## src/include/virl_pkg.sv

```systemverilog
// Package with register addresses, reset values and sequence states for the interrupt request logic.
// Contract
// - One pending bit per level zero to five.
// - Pending register readable, writable at address FA.
// - Pending bits held clear until first enable.
// - Pending bits six and seven read zero.
// - Software-set bits act like hardware requests.
// - Software request vectors when enabled and highest.
// - Each level has its own vector.
// - Push PC low, PC high, flags; fetch vector.
// - Masked levels still latch requests for polling.
// - Master enable bit seven clears at reset.
// - Mask bit six reads zero.
// - Priority register undefined after reset.
// - Bit seven is master enable, set by instructions.
// - Interrupt cycle clears master; return sets it.
// - Interrupt cycle clears only winning pending bit.
// - Requests sampled in last cycle before fetch.
`default_nettype none
package virl_pkg;
    // Register-file addresses of the three interrupt registers.
    localparam logic [7:0] VIRL_ADDR_PEND  = 8'hfa;
    localparam logic [7:0] VIRL_ADDR_MASK  = 8'hfb;
    localparam logic [7:0] VIRL_ADDR_PRIO  = 8'hf9;
    // Field positions and reset values.
    localparam int         VIRL_LEVELS     = 6;
    localparam int         VIRL_MASTER_BIT = 7;
    localparam logic [5:0] VIRL_PEND_RST   = 6'h00;
    localparam logic       VIRL_MASTER_RST = 1'b0;
    localparam logic [7:0] VIRL_VEC_BASE   = 8'h00;
    // Sequence steps of the vectored interrupt cycle.
    typedef enum logic [2:0] {
        VIRL_IDLE,
        VIRL_PUSH_PCL,
        VIRL_PUSH_PCH,
        VIRL_PUSH_FLAGS,
        VIRL_FETCH_HI,
        VIRL_FETCH_LO,
        VIRL_BRANCH
    } virl_state_t;
endpackage
`default_nettype wire

```

## src/hw/virl_top.sv

```systemverilog
// Interrupt request, mask and priority registers with the vectored interrupt sequencer.
`timescale 1ns/1ns
`default_nettype none
module virl_top
    import virl_pkg::*;
(
    // Clock and reset.
    input  wire logic       core_clk_in,
    input  wire logic       sys_rst_in,
    // External request pins, falling-edge triggered.
    input  wire logic [5:0] ext_req_pin_in,
    // Internal request pulses from on-chip sources.
    input  wire logic [5:0] int_req_in,
    // Register-file access from the core.
    input  wire logic [7:0] reg_addr_in,
    input  wire logic       reg_wr_in,
    input  wire logic [7:0] reg_wdata_in,
    output logic      [7:0] reg_rdata_out,
    // Instruction sequencer events.
    input  wire logic       sample_in,
    input  wire logic       global_enable_instr_in,
    input  wire logic       global_mask_off_instr_in,
    input  wire logic       return_from_handler_instr_in,
    // Interrupt cycle handshake.
    output logic            irq_take_out,
    input  wire logic       cycle_ack_in,
    input  wire logic       step_done_in,
    // Stack push and vector fetch requests.
    input  wire logic [15:0] pc_in,
    input  wire logic [7:0] flags_in,
    output logic            push_out,
    output logic      [7:0] push_data_out,
    output logic            fetch_out,
    output logic      [7:0] fetch_addr_out,
    input  wire logic [7:0] fetch_data_in,
    output logic            branch_out,
    output logic     [15:0] branch_addr_out,
    output logic      [2:0] level_out
);
    logic [5:0]  ext_fall;        // Synchronised external edges.
    logic [5:0]  latch_q;         // First flop: caught requests awaiting sampling.
    logic [5:0]  pend_q;          // Pending request register.
    logic        released_q;      // Set by the first global enable; ends the reset hold.
    logic [5:0]  mask_q;          // Per-level enables.
    logic        master_q;        // Master enable.
    logic [7:0]  prio_q;          // Priority select pattern.
    logic        any_win;         // A level is eligible.
    logic [2:0]  win_lvl;         // Winning level.
    virl_state_t st_q;            // Sequencer state.
    logic [2:0]  lvl_q;           // Level being serviced.
    logic [7:0]  vec_hi_q;        // Fetched upper vector byte.
    logic        wr_pend;
    logic        wr_mask;
    logic        wr_prio;
    logic        take;
    logic [5:0]  pend_d;          // Next value of the pending register.

    // Address decode for the writable registers.
    // Each write is a one-cycle strobe from the core.
    // The full address is compared, so nothing aliases.
    assign wr_pend = reg_wr_in && (reg_addr_in == VIRL_ADDR_PEND);
    assign wr_mask = reg_wr_in && (reg_addr_in == VIRL_ADDR_MASK);
    assign wr_prio = reg_wr_in && (reg_addr_in == VIRL_ADDR_PRIO);

    // Edge filter for the pin sources.
    // The chain adds a few clocks of delay to pin edges.
    // Internal pulses skip it, as they share our clock.
    // A pin request can therefore miss one sample point.
    virl_sync u_sync (
        .core_clk_in (core_clk_in),
        .sys_rst_in  (sys_rst_in),
        .pin_in      (ext_req_pin_in),
        .fall_out    (ext_fall)
    );

    // Priority resolution over enabled pending levels.
    // Masked and globally disabled levels never compete.
    // The winner is registered to keep the take path short.
    // The cost is one clock between a request and the take.
    virl_prio u_prio (
        .core_clk_in (core_clk_in),
        .sys_rst_in  (sys_rst_in),
        .req_in      (pend_q & mask_q & {VIRL_LEVELS{master_q}}),
        .prio_in     (prio_q),
        .any_out     (any_win),
        .level_out   (win_lvl)
    );

    // Caught requests stay in the first flop until the next sample point.
    // Sampling empties the catch flop in the same edge.
    // A request arriving at that edge is kept, not lost.
    // Requests keep being caught during the reset hold.
    always_ff @(posedge core_clk_in) begin
        if (sys_rst_in) begin
            latch_q <= VIRL_PEND_RST;
        end else begin
            latch_q <= (sample_in ? 6'h00 : latch_q) | ext_fall | int_req_in;
        end
    end

    // The hold lifts once the first global enable executes.
    // Only a hardware reset puts the hold back on.
    // Polled software must still issue one global enable.
    // Until then every pending write is dropped.
    always_ff @(posedge core_clk_in) begin
        if (sys_rst_in) begin
            released_q <= 1'b0;
        end else if (global_enable_instr_in) begin
            released_q <= 1'b1;
        end
    end

    // Next pending value: software write, interrupt-cycle clear,
    // then sampled requests on top.
    // A software write replaces the whole register; request sources only set bits.
    always_comb begin
        pend_d = pend_q;
        if (wr_pend) begin
            pend_d = reg_wdata_in[5:0];
        end
        if (take) begin
            pend_d[win_lvl] = 1'b0;
        end
        // Setting last means a request wins over a same-cycle clear.
        if (sample_in) begin
            pend_d = pend_d | latch_q;
        end
    end

    // Pending register, held clear until the first global enable.
    always_ff @(posedge core_clk_in) begin
        if (sys_rst_in || !released_q) begin
            pend_q <= VIRL_PEND_RST;
        end else begin
            pend_q <= pend_d;
        end
    end

    // Mask and priority registers; their low bits have no defined reset value.
    // Leaving out the reset saves flops on these bits.
    // Software must write both before any level is unmasked.
    // Until then the master enable keeps requests blocked.
    // The priority pattern can only be written, never read.
    always_ff @(posedge core_clk_in) begin
        if (wr_mask) begin
            mask_q <= reg_wdata_in[5:0];
        end
        if (wr_prio) begin
            prio_q <= reg_wdata_in;
        end
    end

    // Master enable: instructions, software write, and the interrupt cycle.
    // The interrupt cycle wins so a handler starts disabled.
    // A return or global enable sets it again.
    // A plain mask write also moves it through bit seven.
    // Software should disable before changing mask or order.
    always_ff @(posedge core_clk_in) begin
        if (sys_rst_in) begin
            master_q <= VIRL_MASTER_RST;
        end else if (take) begin
            master_q <= 1'b0;
        end else if (global_enable_instr_in || return_from_handler_instr_in) begin
            master_q <= 1'b1;
        end else if (global_mask_off_instr_in) begin
            master_q <= 1'b0;
        end else if (wr_mask) begin
            master_q <= reg_wdata_in[VIRL_MASTER_BIT];
        end
    end

    // Registered read data; unimplemented bits read zero.
    // Data follow the address by one clock.
    // Unmapped and write-only addresses read as zero.
    // The read has no side effect on any flag.
    always_ff @(posedge core_clk_in) begin
        if (sys_rst_in) begin
            reg_rdata_out <= 8'h00;
        end else begin
            case (reg_addr_in)
                VIRL_ADDR_PEND: reg_rdata_out <= {2'b00, pend_q};
                VIRL_ADDR_MASK: reg_rdata_out <= {master_q, 1'b0, mask_q};
                default:        reg_rdata_out <= 8'h00;
            endcase
        end
    end

    // Request the core once a level wins; accepted with cycle_ack_in. A soft request
    // reaches here through the same path as a pin request.
    // The take is not held; it drops if the winner or the master enable goes before the acknowledge.
    // The sequence must be idle, so no take nests in hardware.
    // Nesting is left to handler software.
    assign irq_take_out = any_win && master_q && (st_q == VIRL_IDLE);
    assign take         = irq_take_out && cycle_ack_in;

    // Vectored sequence: three pushes, two vector fetches, then branch.
    // Every push and fetch step waits for the core's done pulse; the branch state lasts one clock.
    // A slow stack or memory only stretches the step.
    // The serviced level is frozen at the take.
    // Later requests cannot change the vector mid-sequence.
    always_ff @(posedge core_clk_in) begin
        if (sys_rst_in) begin
            st_q     <= VIRL_IDLE;
            lvl_q    <= 3'd0;
            vec_hi_q <= 8'h00;
        end else begin
            case (st_q)
                VIRL_IDLE: begin
                    if (take) begin
                        lvl_q <= win_lvl;
                        st_q  <= VIRL_PUSH_PCL;
                    end
                end
                VIRL_PUSH_PCL:   if (step_done_in) st_q <= VIRL_PUSH_PCH;
                VIRL_PUSH_PCH:   if (step_done_in) st_q <= VIRL_PUSH_FLAGS;
                VIRL_PUSH_FLAGS: if (step_done_in) st_q <= VIRL_FETCH_HI;
                VIRL_FETCH_HI: begin
                    if (step_done_in) begin
                        vec_hi_q <= fetch_data_in;
                        st_q     <= VIRL_FETCH_LO;
                    end
                end
                VIRL_FETCH_LO:   if (step_done_in) st_q <= VIRL_BRANCH;
                VIRL_BRANCH:     st_q <= VIRL_IDLE;
                default:         st_q <= VIRL_IDLE;
            endcase
        end
    end

    // Branch target register loads on the low vector byte.
    // It is valid in the branch cycle and holds afterwards.
    // The upper byte was kept from the earlier fetch.
    // Both bytes come from this level's vector slot.
    always_ff @(posedge core_clk_in) begin
        if (sys_rst_in) begin
            branch_addr_out <= 16'h0000;
        end else if (st_q == VIRL_FETCH_LO && step_done_in) begin
            branch_addr_out <= {vec_hi_q, fetch_data_in};
        end
    end

    // Step outputs derived from the state.
    // These are combinational so a step starts at once.
    // The core samples them only while the strobe is up.
    // Idle states show zero data to keep the bus quiet.
    // Vectors sit in pairs: upper byte even, lower byte odd.
    always_comb begin
        push_out       = 1'b0;
        push_data_out  = 8'h00;
        fetch_out      = 1'b0;
        fetch_addr_out = 8'h00;
        case (st_q)
            VIRL_PUSH_PCL: begin
                push_out      = 1'b1;
                push_data_out = pc_in[7:0];
            end
            VIRL_PUSH_PCH: begin
                push_out      = 1'b1;
                push_data_out = pc_in[15:8];
            end
            VIRL_PUSH_FLAGS: begin
                push_out      = 1'b1;
                push_data_out = flags_in;
            end
            VIRL_FETCH_HI: begin
                fetch_out      = 1'b1;
                fetch_addr_out = VIRL_VEC_BASE + {4'h0, lvl_q, 1'b0};
            end
            VIRL_FETCH_LO: begin
                fetch_out      = 1'b1;
                fetch_addr_out = VIRL_VEC_BASE + {4'h0, lvl_q, 1'b1};
            end
            default: begin
                push_out = 1'b0;
            end
        endcase
    end

    // The branch pulse lasts one clock in the branch state.
    // The serviced level stays visible until the next take.
    // Software may read it to share one handler.
    assign branch_out = (st_q == VIRL_BRANCH);
    assign level_out  = lvl_q;
endmodule
`default_nettype wire

```

## src/hw/virl_sync.sv

```systemverilog
// Three-stage synchroniser with agreement filter for edge-triggered request pins.
`timescale 1ns/1ns
`default_nettype none
module virl_sync
    import virl_pkg::*;
(
    // Clock and reset.
    input  wire logic       core_clk_in,
    input  wire logic       sys_rst_in,
    // Raw pins and filtered falling-edge pulses.
    input  wire logic [5:0] pin_in,
    output logic      [5:0] fall_out
);
    logic [5:0] s1_q;    // First stage, read only by the second.
    logic [5:0] s2_q;    // Second stage.
    logic [5:0] s3_q;    // Third stage.
    logic [5:0] lvl_q;   // Accepted level once stages two and three agree.

    // Shift the pins through three flops; idle level is high.
    always_ff @(posedge core_clk_in) begin
        if (sys_rst_in) begin
            s1_q  <= 6'h3f;
            s2_q  <= 6'h3f;
            s3_q  <= 6'h3f;
            lvl_q <= 6'h3f;
        end else begin
            s1_q <= pin_in;
            s2_q <= s1_q;
            s3_q <= s2_q;
            // A change counts only when the later stages agree.
            lvl_q <= (s2_q == s3_q) ? s3_q : lvl_q;
        end
    end

    // A falling accepted level is one request event.
    always_ff @(posedge core_clk_in) begin
        if (sys_rst_in) begin
            fall_out <= 6'h00;
        end else begin
            fall_out <= lvl_q & ~((s2_q == s3_q) ? s3_q : lvl_q);
        end
    end
endmodule
`default_nettype wire

```

## src/hw/virl_prio.sv

```systemverilog
// Priority resolver: picks the winning enabled level from the priority select pattern.
`timescale 1ns/1ns
`default_nettype none
module virl_prio
    import virl_pkg::*;
(
    // Clock and reset.
    input  wire logic       core_clk_in,
    input  wire logic       sys_rst_in,
    // Enabled pending levels and priority select.
    input  wire logic [5:0] req_in,
    input  wire logic [7:0] prio_in,
    // Registered winner.
    output logic            any_out,
    output logic      [2:0] level_out
);
    // Order one group's pair by its select bit; first element wins.
    function automatic logic [5:0] pair_ord(input logic sel, input logic [2:0] a, input logic [2:0] b);
        pair_ord = sel ? {b, a} : {a, b};
    endfunction

    logic [5:0]  grp_a;   // Levels 5 and 3.
    logic [5:0]  grp_b;   // Levels 2 and 0.
    logic [5:0]  grp_c;   // Levels 1 and 4.
    logic [17:0] order;   // Six levels, highest first in the top bits.
    logic        hit;
    logic [2:0]  win;

    // Build the full order and pick the first pending level.
    always_comb begin
        grp_a = pair_ord(prio_in[5], 3'd5, 3'd3);
        grp_b = pair_ord(prio_in[2], 3'd2, 3'd0);
        grp_c = pair_ord(prio_in[1], 3'd1, 3'd4);
        case ({prio_in[4], prio_in[3], prio_in[0]})
            3'b001:  order = {grp_c, grp_a, grp_b};
            3'b010:  order = {grp_a, grp_b, grp_c};
            3'b011:  order = {grp_a, grp_c, grp_b};
            3'b100:  order = {grp_b, grp_c, grp_a};
            3'b101:  order = {grp_c, grp_b, grp_a};
            3'b110:  order = {grp_b, grp_a, grp_c};
            // Unused patterns fall back to a fixed order so nothing stalls.
            default: order = {grp_a, grp_b, grp_c};
        endcase
        hit = 1'b0;
        win = 3'd0;
        for (int i = 5; i >= 0; i--) begin
            if (!hit && req_in[order[i*3 +: 3]]) begin
                hit = 1'b1;
                win = order[i*3 +: 3];
            end
        end
    end

    // Register the winner for the sequencer.
    always_ff @(posedge core_clk_in) begin
        if (sys_rst_in) begin
            any_out   <= 1'b0;
            level_out <= 3'd0;
        end else begin
            any_out   <= hit;
            level_out <= win;
        end
    end
endmodule
`default_nettype wire

```

## config.mk

```make
export PLATFORM = sky130hd
export DESIGN_NAME = virl_top
export DESIGN_NICKNAME = d
export VERILOG_FILES = /design/src/include/virl_pkg.sv /design/src/hw/virl_top.sv /design/src/hw/virl_sync.sv /design/src/hw/virl_prio.sv
export SDC_FILE = /design/constraint.sdc
export NUM_CORES = 1
export LEC_CHECK = 0
export BUFFER_PORTS_ARGS = -buffer_cell sky130_fd_sc_hd__buf_2
export CAP_MARGIN = 20
export CORE_UTILIZATION = 45
export DETAILED_ROUTE_END_ITERATION = 12
export GPL_ROUTABILITY_DRIVEN = 0
export PLACE_DENSITY = 0.68
export SYNTH_ARGS = -nofsm -noshare
export SYNTH_HDL_FRONTEND = slang
export SYNTH_SLANG_ARGS = --single-unit
export TNS_END_PERCENT = 30
```

## constraint.sdc

```tcl
create_clock -name core_clk_in -period 7.4 [get_ports core_clk_in]
set_clock_uncertainty 0.1 [all_clocks]
set_input_delay 0.37 -clock core_clk_in [delete_from_list [all_inputs] [get_ports core_clk_in]]
set_output_delay 0.37 -clock core_clk_in [all_outputs]
set_load 0.01 [all_outputs]
```

# After elaboration in Yosys (flattened, before gate mapping)
# Index checks and enable logic that the tools add are counted.
# word_totals
regBits	98
inputBits	69
out_inout_bits	47
# op_classes
n_lt_le_gt_ge	8
eq_ne	21
n_mux	50
bitwise	9
reduce_logical	29
# op_table
cell	count
18-bit case mux with 5 select lines	1
6-bit 2-to-1 mux	7
3-bit 2-to-1 mux	12
3-bit by 4-bit < comparator with 1-bit output, second input constant	7
6-bit AND	4
8-bit equality test, second input constant	3
8-bit case mux with 3 select lines	1
1-bit binary-select mux with 3-bit select	6
3-bit equality test, second input constant	6
1-bit 2-to-1 mux	18
6-bit OR	3
3-bit case mux with 6 select lines	1
8-bit case mux with 2 select lines	1
1-bit logical AND	13
2-bit != test, second input constant	6
6-bit NOT	2
3-bit by 2-bit equality test with 1-bit output, second input constant	3
4-bit case mux with 2 select lines	1
3-bit by 1-bit equality test with 1-bit output, second input constant	2
6-bit equality test	1
1-bit zero test	6
6-bit AND reduction	1
5-bit 2-to-1 mux	1
2-bit AND reduction	2
other kinds (7)	9

# Longest topological paths before layout
# logic_depth
depth_word	20
depth_mapped	8
mapped_depth_nobuf	7

# Modules after synthesis
# Synthesis repeated with hierarchy kept, for this count alone.
# hier_totals
cells_unflattened	551
area_unflattened_um2	4909.7
# modules_own_cells
module	n_inst	cells_each	area_each_um2
virl_top	1	307	2782.7
virl_prio	1	160	1174.9
virl_sync	1	84	952.2

# Least setup slack after synthesis
# OpenSTA, ideal clock, no wires.
# synth_path
path_kind	register to register
startpoint	register prio_q[0]
endpoint	register u_prio.level_out[2]
setup_ps	119
arrival_ps	2231
required_time_ps	7181
path_slack_ps	4950
path_stages_with_launch	9
n_path_buf	1
path_cell_list	edfxtp_1 > buf_2 > o21bai_1 > o31a_1 > mux2_4 > a211oi_2 > nand4_1 > or2_1 > o221a_1
# synth_between
elab_chain_len	20
word_cells_on_any_way	39
classes_between	eq/ne: 5; mux: 24; reduce/logical: 10
# synth_rtl
element	line	text
start: declaration	virl_top.sv:46	logic [7:0] prio_q;
start signal: assignment	virl_top.sv:149	prio_q <= reg_wdata_in;
3-bit equality test, or another cell as far along	virl_prio.sv:34	case ({prio_in[4], prio_in[3], prio_in[0]})
18-bit case mux with 5 select lines *	virl_prio.sv:34	
1-bit binary-select mux with 3-bit select	virl_prio.sv:47	if (!hit && req_in[order[i*3 +: 3]]) begin
1-bit 2-to-1 mux (implied by the code)	virl_prio.sv:47	
1-bit 2-to-1 mux	virl_prio.sv:47	
1-bit zero test	virl_prio.sv:47	
1-bit logical AND	virl_prio.sv:47	
1-bit 2-to-1 mux	virl_prio.sv:47	
[4 not listed]	--	
1-bit logical AND	virl_prio.sv:47	
1-bit 2-to-1 mux	virl_prio.sv:47	
1-bit zero test	virl_prio.sv:47	
1-bit logical AND	virl_prio.sv:47	
1-bit 2-to-1 mux	virl_prio.sv:47	
1-bit zero test	virl_prio.sv:47	
1-bit logical AND	virl_prio.sv:47	
3-bit 2-to-1 mux *	virl_prio.sv:47	
end signal: assignment	virl_prio.sv:61	level_out <= win;
end: declaration	virl_prio.sv:15	output logic [2:0] level_out
# Mark *: on every way between the ends. The rest lies on a longest branch, timed or not. The select of a mux whose other input is x is not followed.
# A chain may end at the register's enable or synchronous reset.

# Worst setup path in the final report
# layout_path
startpoint	register prio_q[4]
endpoint	register u_prio.level_out[2]
# The elaborated chain is that of the path after synthesis.

==> impl_metrics.toml <==
[status]
status = "completed"

[finish]
post_layout_net_count = 680
stdcell_count = 749
antenna_cells_inserted = 0
reg.largest.list = "branch_addr_out: 16 flops, vec_hi_q: 8 flops, reg_rdata_out: 7 flops"
largest-register = "branch_addr_out"
layout-area-overhead-vs-synth_pct = 17.7
drive_above_1_share = 0.248
number_of_flip_flops_in_the_largest_register = 16

[critical_path]
timing.critical_path.from = "prio_q[4]$_DFFE_PP_"
cp_class = "flop to flop"
crit_path_end_kind = "flop"
rr_endpoint = "u_prio.level_out[2]$_SDFF_PP0_"
crit-reg2reg-launch = "prio_q[4]$_DFFE_PP_"
critPathLaunchType = "flop"
worstPathRequired_ns = 7.54
endpoint = "u_prio.level_out[2]$_SDFF_PP0_"
crit_fanout = 15
worst-r2r-setup-slack_ns = 4.46
reg2regPathDepth = 7
critical_path_arrival_ns = 3.08

[yosys]
postSynthCellCount = 517
synth_enable_flop_cells = 12
yosys.cell_count.top_type = "sky130_fd_sc_hd__dfxtp_1"
synth_top_cells_by_area = "sky130_fd_sc_hd__dfxtp_1 (38%), sky130_fd_sc_hd__edfxtp_1 (8.0%), sky130_fd_sc_hd__nand2_1 (6.7%)"
syn-mean-instance-area_um2 = 8.69
async_reset_ff_frac = 0
yosys.area.top_type = "sky130_fd_sc_hd__dfxtp_1"
postSynthRegisterBits = 97
synth.yosys.warnings = 0
synth_top_area_share = 0.379
synth_cell_type_count = 68
yosys_most_used_dff = "sky130_fd_sc_hd__dfxtp_1"
synthesis.area_um2 = 4490
synth_top_cells_by_count = "sky130_fd_sc_hd__dfxtp_1 (85), sky130_fd_sc_hd__nand2_1 (80), sky130_fd_sc_hd__a21oi_1 (50), sky130_fd_sc_hd__nor2_1 (47), sky130_fd_sc_hd__mux2i_1 (27)"
seq_area_frac_synth = 0.459

[floorplan]
io_pins = 116
die_w_um = 102
initial_utilization = 0.462
die_area_um2 = 10400
rows = 36
die-height_um = 102
core_area_um2 = 9730

[clock_network]
cts_buffer_depth = 2
clk_pin_slew_worst_paths_ns = 0.09
clock_tree_from_tritoncts = "yes"
tritoncts.num_buffers = 9
post-cts-setup-buffer-count = 0
cts_hold_buffers = 0
cts_htree_levels = 3
post_cts.resized_instances = 0
clkLatencyLatePin_ns = 0.36
clock_sink_count = 97
cts_root_buffer = "sky130_fd_sc_hd__clkbuf_8"

[route]
postRouteWirelength_um = 10800
routed_wire_length_per_instance_um = 14.4
post_drt_antenna_nets = 0
drc_errors = 0
detailroute.via_count = 4040
route.detailed.vias_per_inst = 5.39
first_pass_iters = 5
dr.first_iter.drc_count = 161

[timing]
final_period_minus_worst_setup_slack_ns = 2.94
report.final.setup_viol = 0
timing_worst_slew_pin_value_ns = 0.970
rsz0062_at_grt = "no"
max_freq_ghz = 0.341
timing.slew.headroom = 0.352
setup-tns-final_ns = 0
timing.final.ws_setup_ns = 4.46
timing_hold_violations_final = 0
finalMaxSlewViolations = 0
fin_hold_ws_ns = 0.0895
finalCritPeriodShare = 0.397

[power]
swShare = 0.226
power_density_nw_per_um2 = 183
power_switching_mw = 0.219
cellInternalPower_mw = 0.749
power.share.sequential = 0.567
cellLeakagePower_nw = 2.19
clkPwrFrac = 0.367
worst_vdd_ir_v = 0.000137
power.share.combinational = 0.066

[job]
timing.max_cap.violations = 0

[grt]
initial_antenna_violation_count = 0
global_route_wire_length_before_repair_um = 17100
grt_max_degree = 57
grt.total_usage = 0.212
overflow = 0
first_global_vias = 3657

[worst_hold_path]
path_category_of_the_worst_min_delay_check = "primary input to flop"

[placed_design]
pre_cts_ws_ns = 4.54
numPlacedInstances = 733
half_perimeter_wire_length_after_placement_um = 7970
placement.io_buffers = 109
==> worst max-delay path, cell delays in order, from the launching register on <==
cell and delay [ns]:
sky130_fd_sc_hd__edfxtp_1 0.65, sky130_fd_sc_hd__nor2b_1 0.46, sky130_fd_sc_hd__o22ai_1 0.20, sky130_fd_sc_hd__a221oi_2 0.32, sky130_fd_sc_hd__and2b_1 0.24, sky130_fd_sc_hd__o2111ai_2 0.24, sky130_fd_sc_hd__or2_1 0.34, sky130_fd_sc_hd__o221a_1 0.26
==> cells by family (layout without fill, tap and decap cells) <==
group                     count (synthesis)  after routing  share of synthesized area
muxes                                    29             29                     0.0660
DFF                                      97             97                      0.459
AOI/OAI and AO/OA                       121            121                      0.181
and+or+nand+nor                         226            226                      0.243
buffers and inverters                    37            132                     0.0387
other                                     1              5                   0.000835
xor gates and xnor gates                  6              6                     0.0117
==> power groups by stage <==
stage	registers, mW	logic [mW]	clock network (mW)
4_1_cts	0.549	0.0644	0.366
3_3_place_gp	0.561	0.0623	0
5_1_grt	0.551	0.0716	0.386
3_5_place_dp	0.562	0.0641	0
6_report	0.549	0.0639	0.355
2_1_floorplan	0.558	0.0394	0
==> metrics by stage <==
step / power (mW) / util / instance area (um^2)
6_report: 0.968 / 0.543 / 5290
5_1_grt: 1.01 / 0.543 / 5290
4_1_cts: 0.980 / 0.543 / 5290
3_5_place_dp: 0.626 / 0.521 / 5070
3_3_place_gp: 0.624 / 0.521 / 5070
2_1_floorplan: 0.597 / - / 4510
==> cells in the final DEF (no fill, tap or decap), types with 2 or more instances in the layout <==
cell                        instances
sky130_fd_sc_hd__buf_2            109
sky130_fd_sc_hd__dfxtp_1           85
sky130_fd_sc_hd__nand2_1           80
sky130_fd_sc_hd__a21oi_1           50
sky130_fd_sc_hd__nor2_1            47
sky130_fd_sc_hd__mux2i_1           27
sky130_fd_sc_hd__nand3_1           19
sky130_fd_sc_hd__or2_2             19
sky130_fd_sc_hd__o21ai_0           15
sky130_fd_sc_hd__and3_1            13
sky130_fd_sc_hd__edfxtp_1          12
sky130_fd_sc_hd__clkbuf_8          11
sky130_fd_sc_hd__nor2b_1            8
sky130_fd_sc_hd__nand2b_1           8
sky130_fd_sc_hd__nor3b_1            6
sky130_fd_sc_hd__o211ai_1           6
sky130_fd_sc_hd__a211oi_1           6
sky130_fd_sc_hd__and2_1             5
sky130_fd_sc_hd__inv_1              5
sky130_fd_sc_hd__conb_1             5
sky130_fd_sc_hd__xor2_1             4
sky130_fd_sc_hd__o22ai_1            4
sky130_fd_sc_hd__or3_1              4
sky130_fd_sc_hd__nor4_1             3
sky130_fd_sc_hd__nand4_1            3
sky130_fd_sc_hd__o31a_1             3
sky130_fd_sc_hd__nand3b_1           3
sky130_fd_sc_hd__o21a_1             3
sky130_fd_sc_hd__o32a_1             3
sky130_fd_sc_hd__a31oi_1            3
sky130_fd_sc_hd__xnor2_1            2
sky130_fd_sc_hd__and2b_1            2
sky130_fd_sc_hd__nor3_1             2
sky130_fd_sc_hd__o2bb2ai_1          2
sky130_fd_sc_hd__a2bb2oi_1          2
sky130_fd_sc_hd__o311a_1            2
sky130_fd_sc_hd__o221ai_1           2
sky130_fd_sc_hd__inv_6              2
==> routing by layer <==
layer	part of all wire	GRT usage	vias to the layer above
met5	0	0	-
met4	0.016	0.0945	0
met3	0.041	0.0417	14
met2	0.51	0.350	101
met1	0.43	0.269	1914
li1	-	-	2011
==> final cells by class <==
| cell class | count | area [um^2] |
|---|---|---|
| tap | 133 | 166 |
| inverter | 7 | 28.8 |
| clock inverter | 5 | 61.3 |
| multi-input combinational | 387 | 2270 |
| clock buffer | 11 | 151 |
| timing repair buffer | 109 | 546 |
| fill | 935 | 4440 |
| sequential | 97 | 2060 |
==> how the worst min path moves through the flow <==
stage	start	to	slack, ns	cells after the start
3_3_place_gp	u_sync.s1_q[4]$_SDFF_PP1_	u_sync.s2_q[4]$_SDFF_PP1_	0.29	1
3_5_place_dp	u_sync.s1_q[1]$_SDFF_PP1_	u_sync.s2_q[1]$_SDFF_PP1_	0.29	1
4_1_cts	ext_req_pin_in[2]	u_sync.s1_q[2]$_SDFF_PP1_	0.07	2
6_report	ext_req_pin_in[2]	u_sync.s1_q[2]$_SDFF_PP1_	0.09	2
5_1_grt	ext_req_pin_in[0]	u_sync.s1_q[0]$_SDFF_PP1_	0.07	2
2_1_floorplan	u_sync.s1_q[0]$_SDFF_PP1_	u_sync.s2_q[0]$_SDFF_PP1_	0.29	1
No activity file was read; power rests on OpenSTA's default activity.
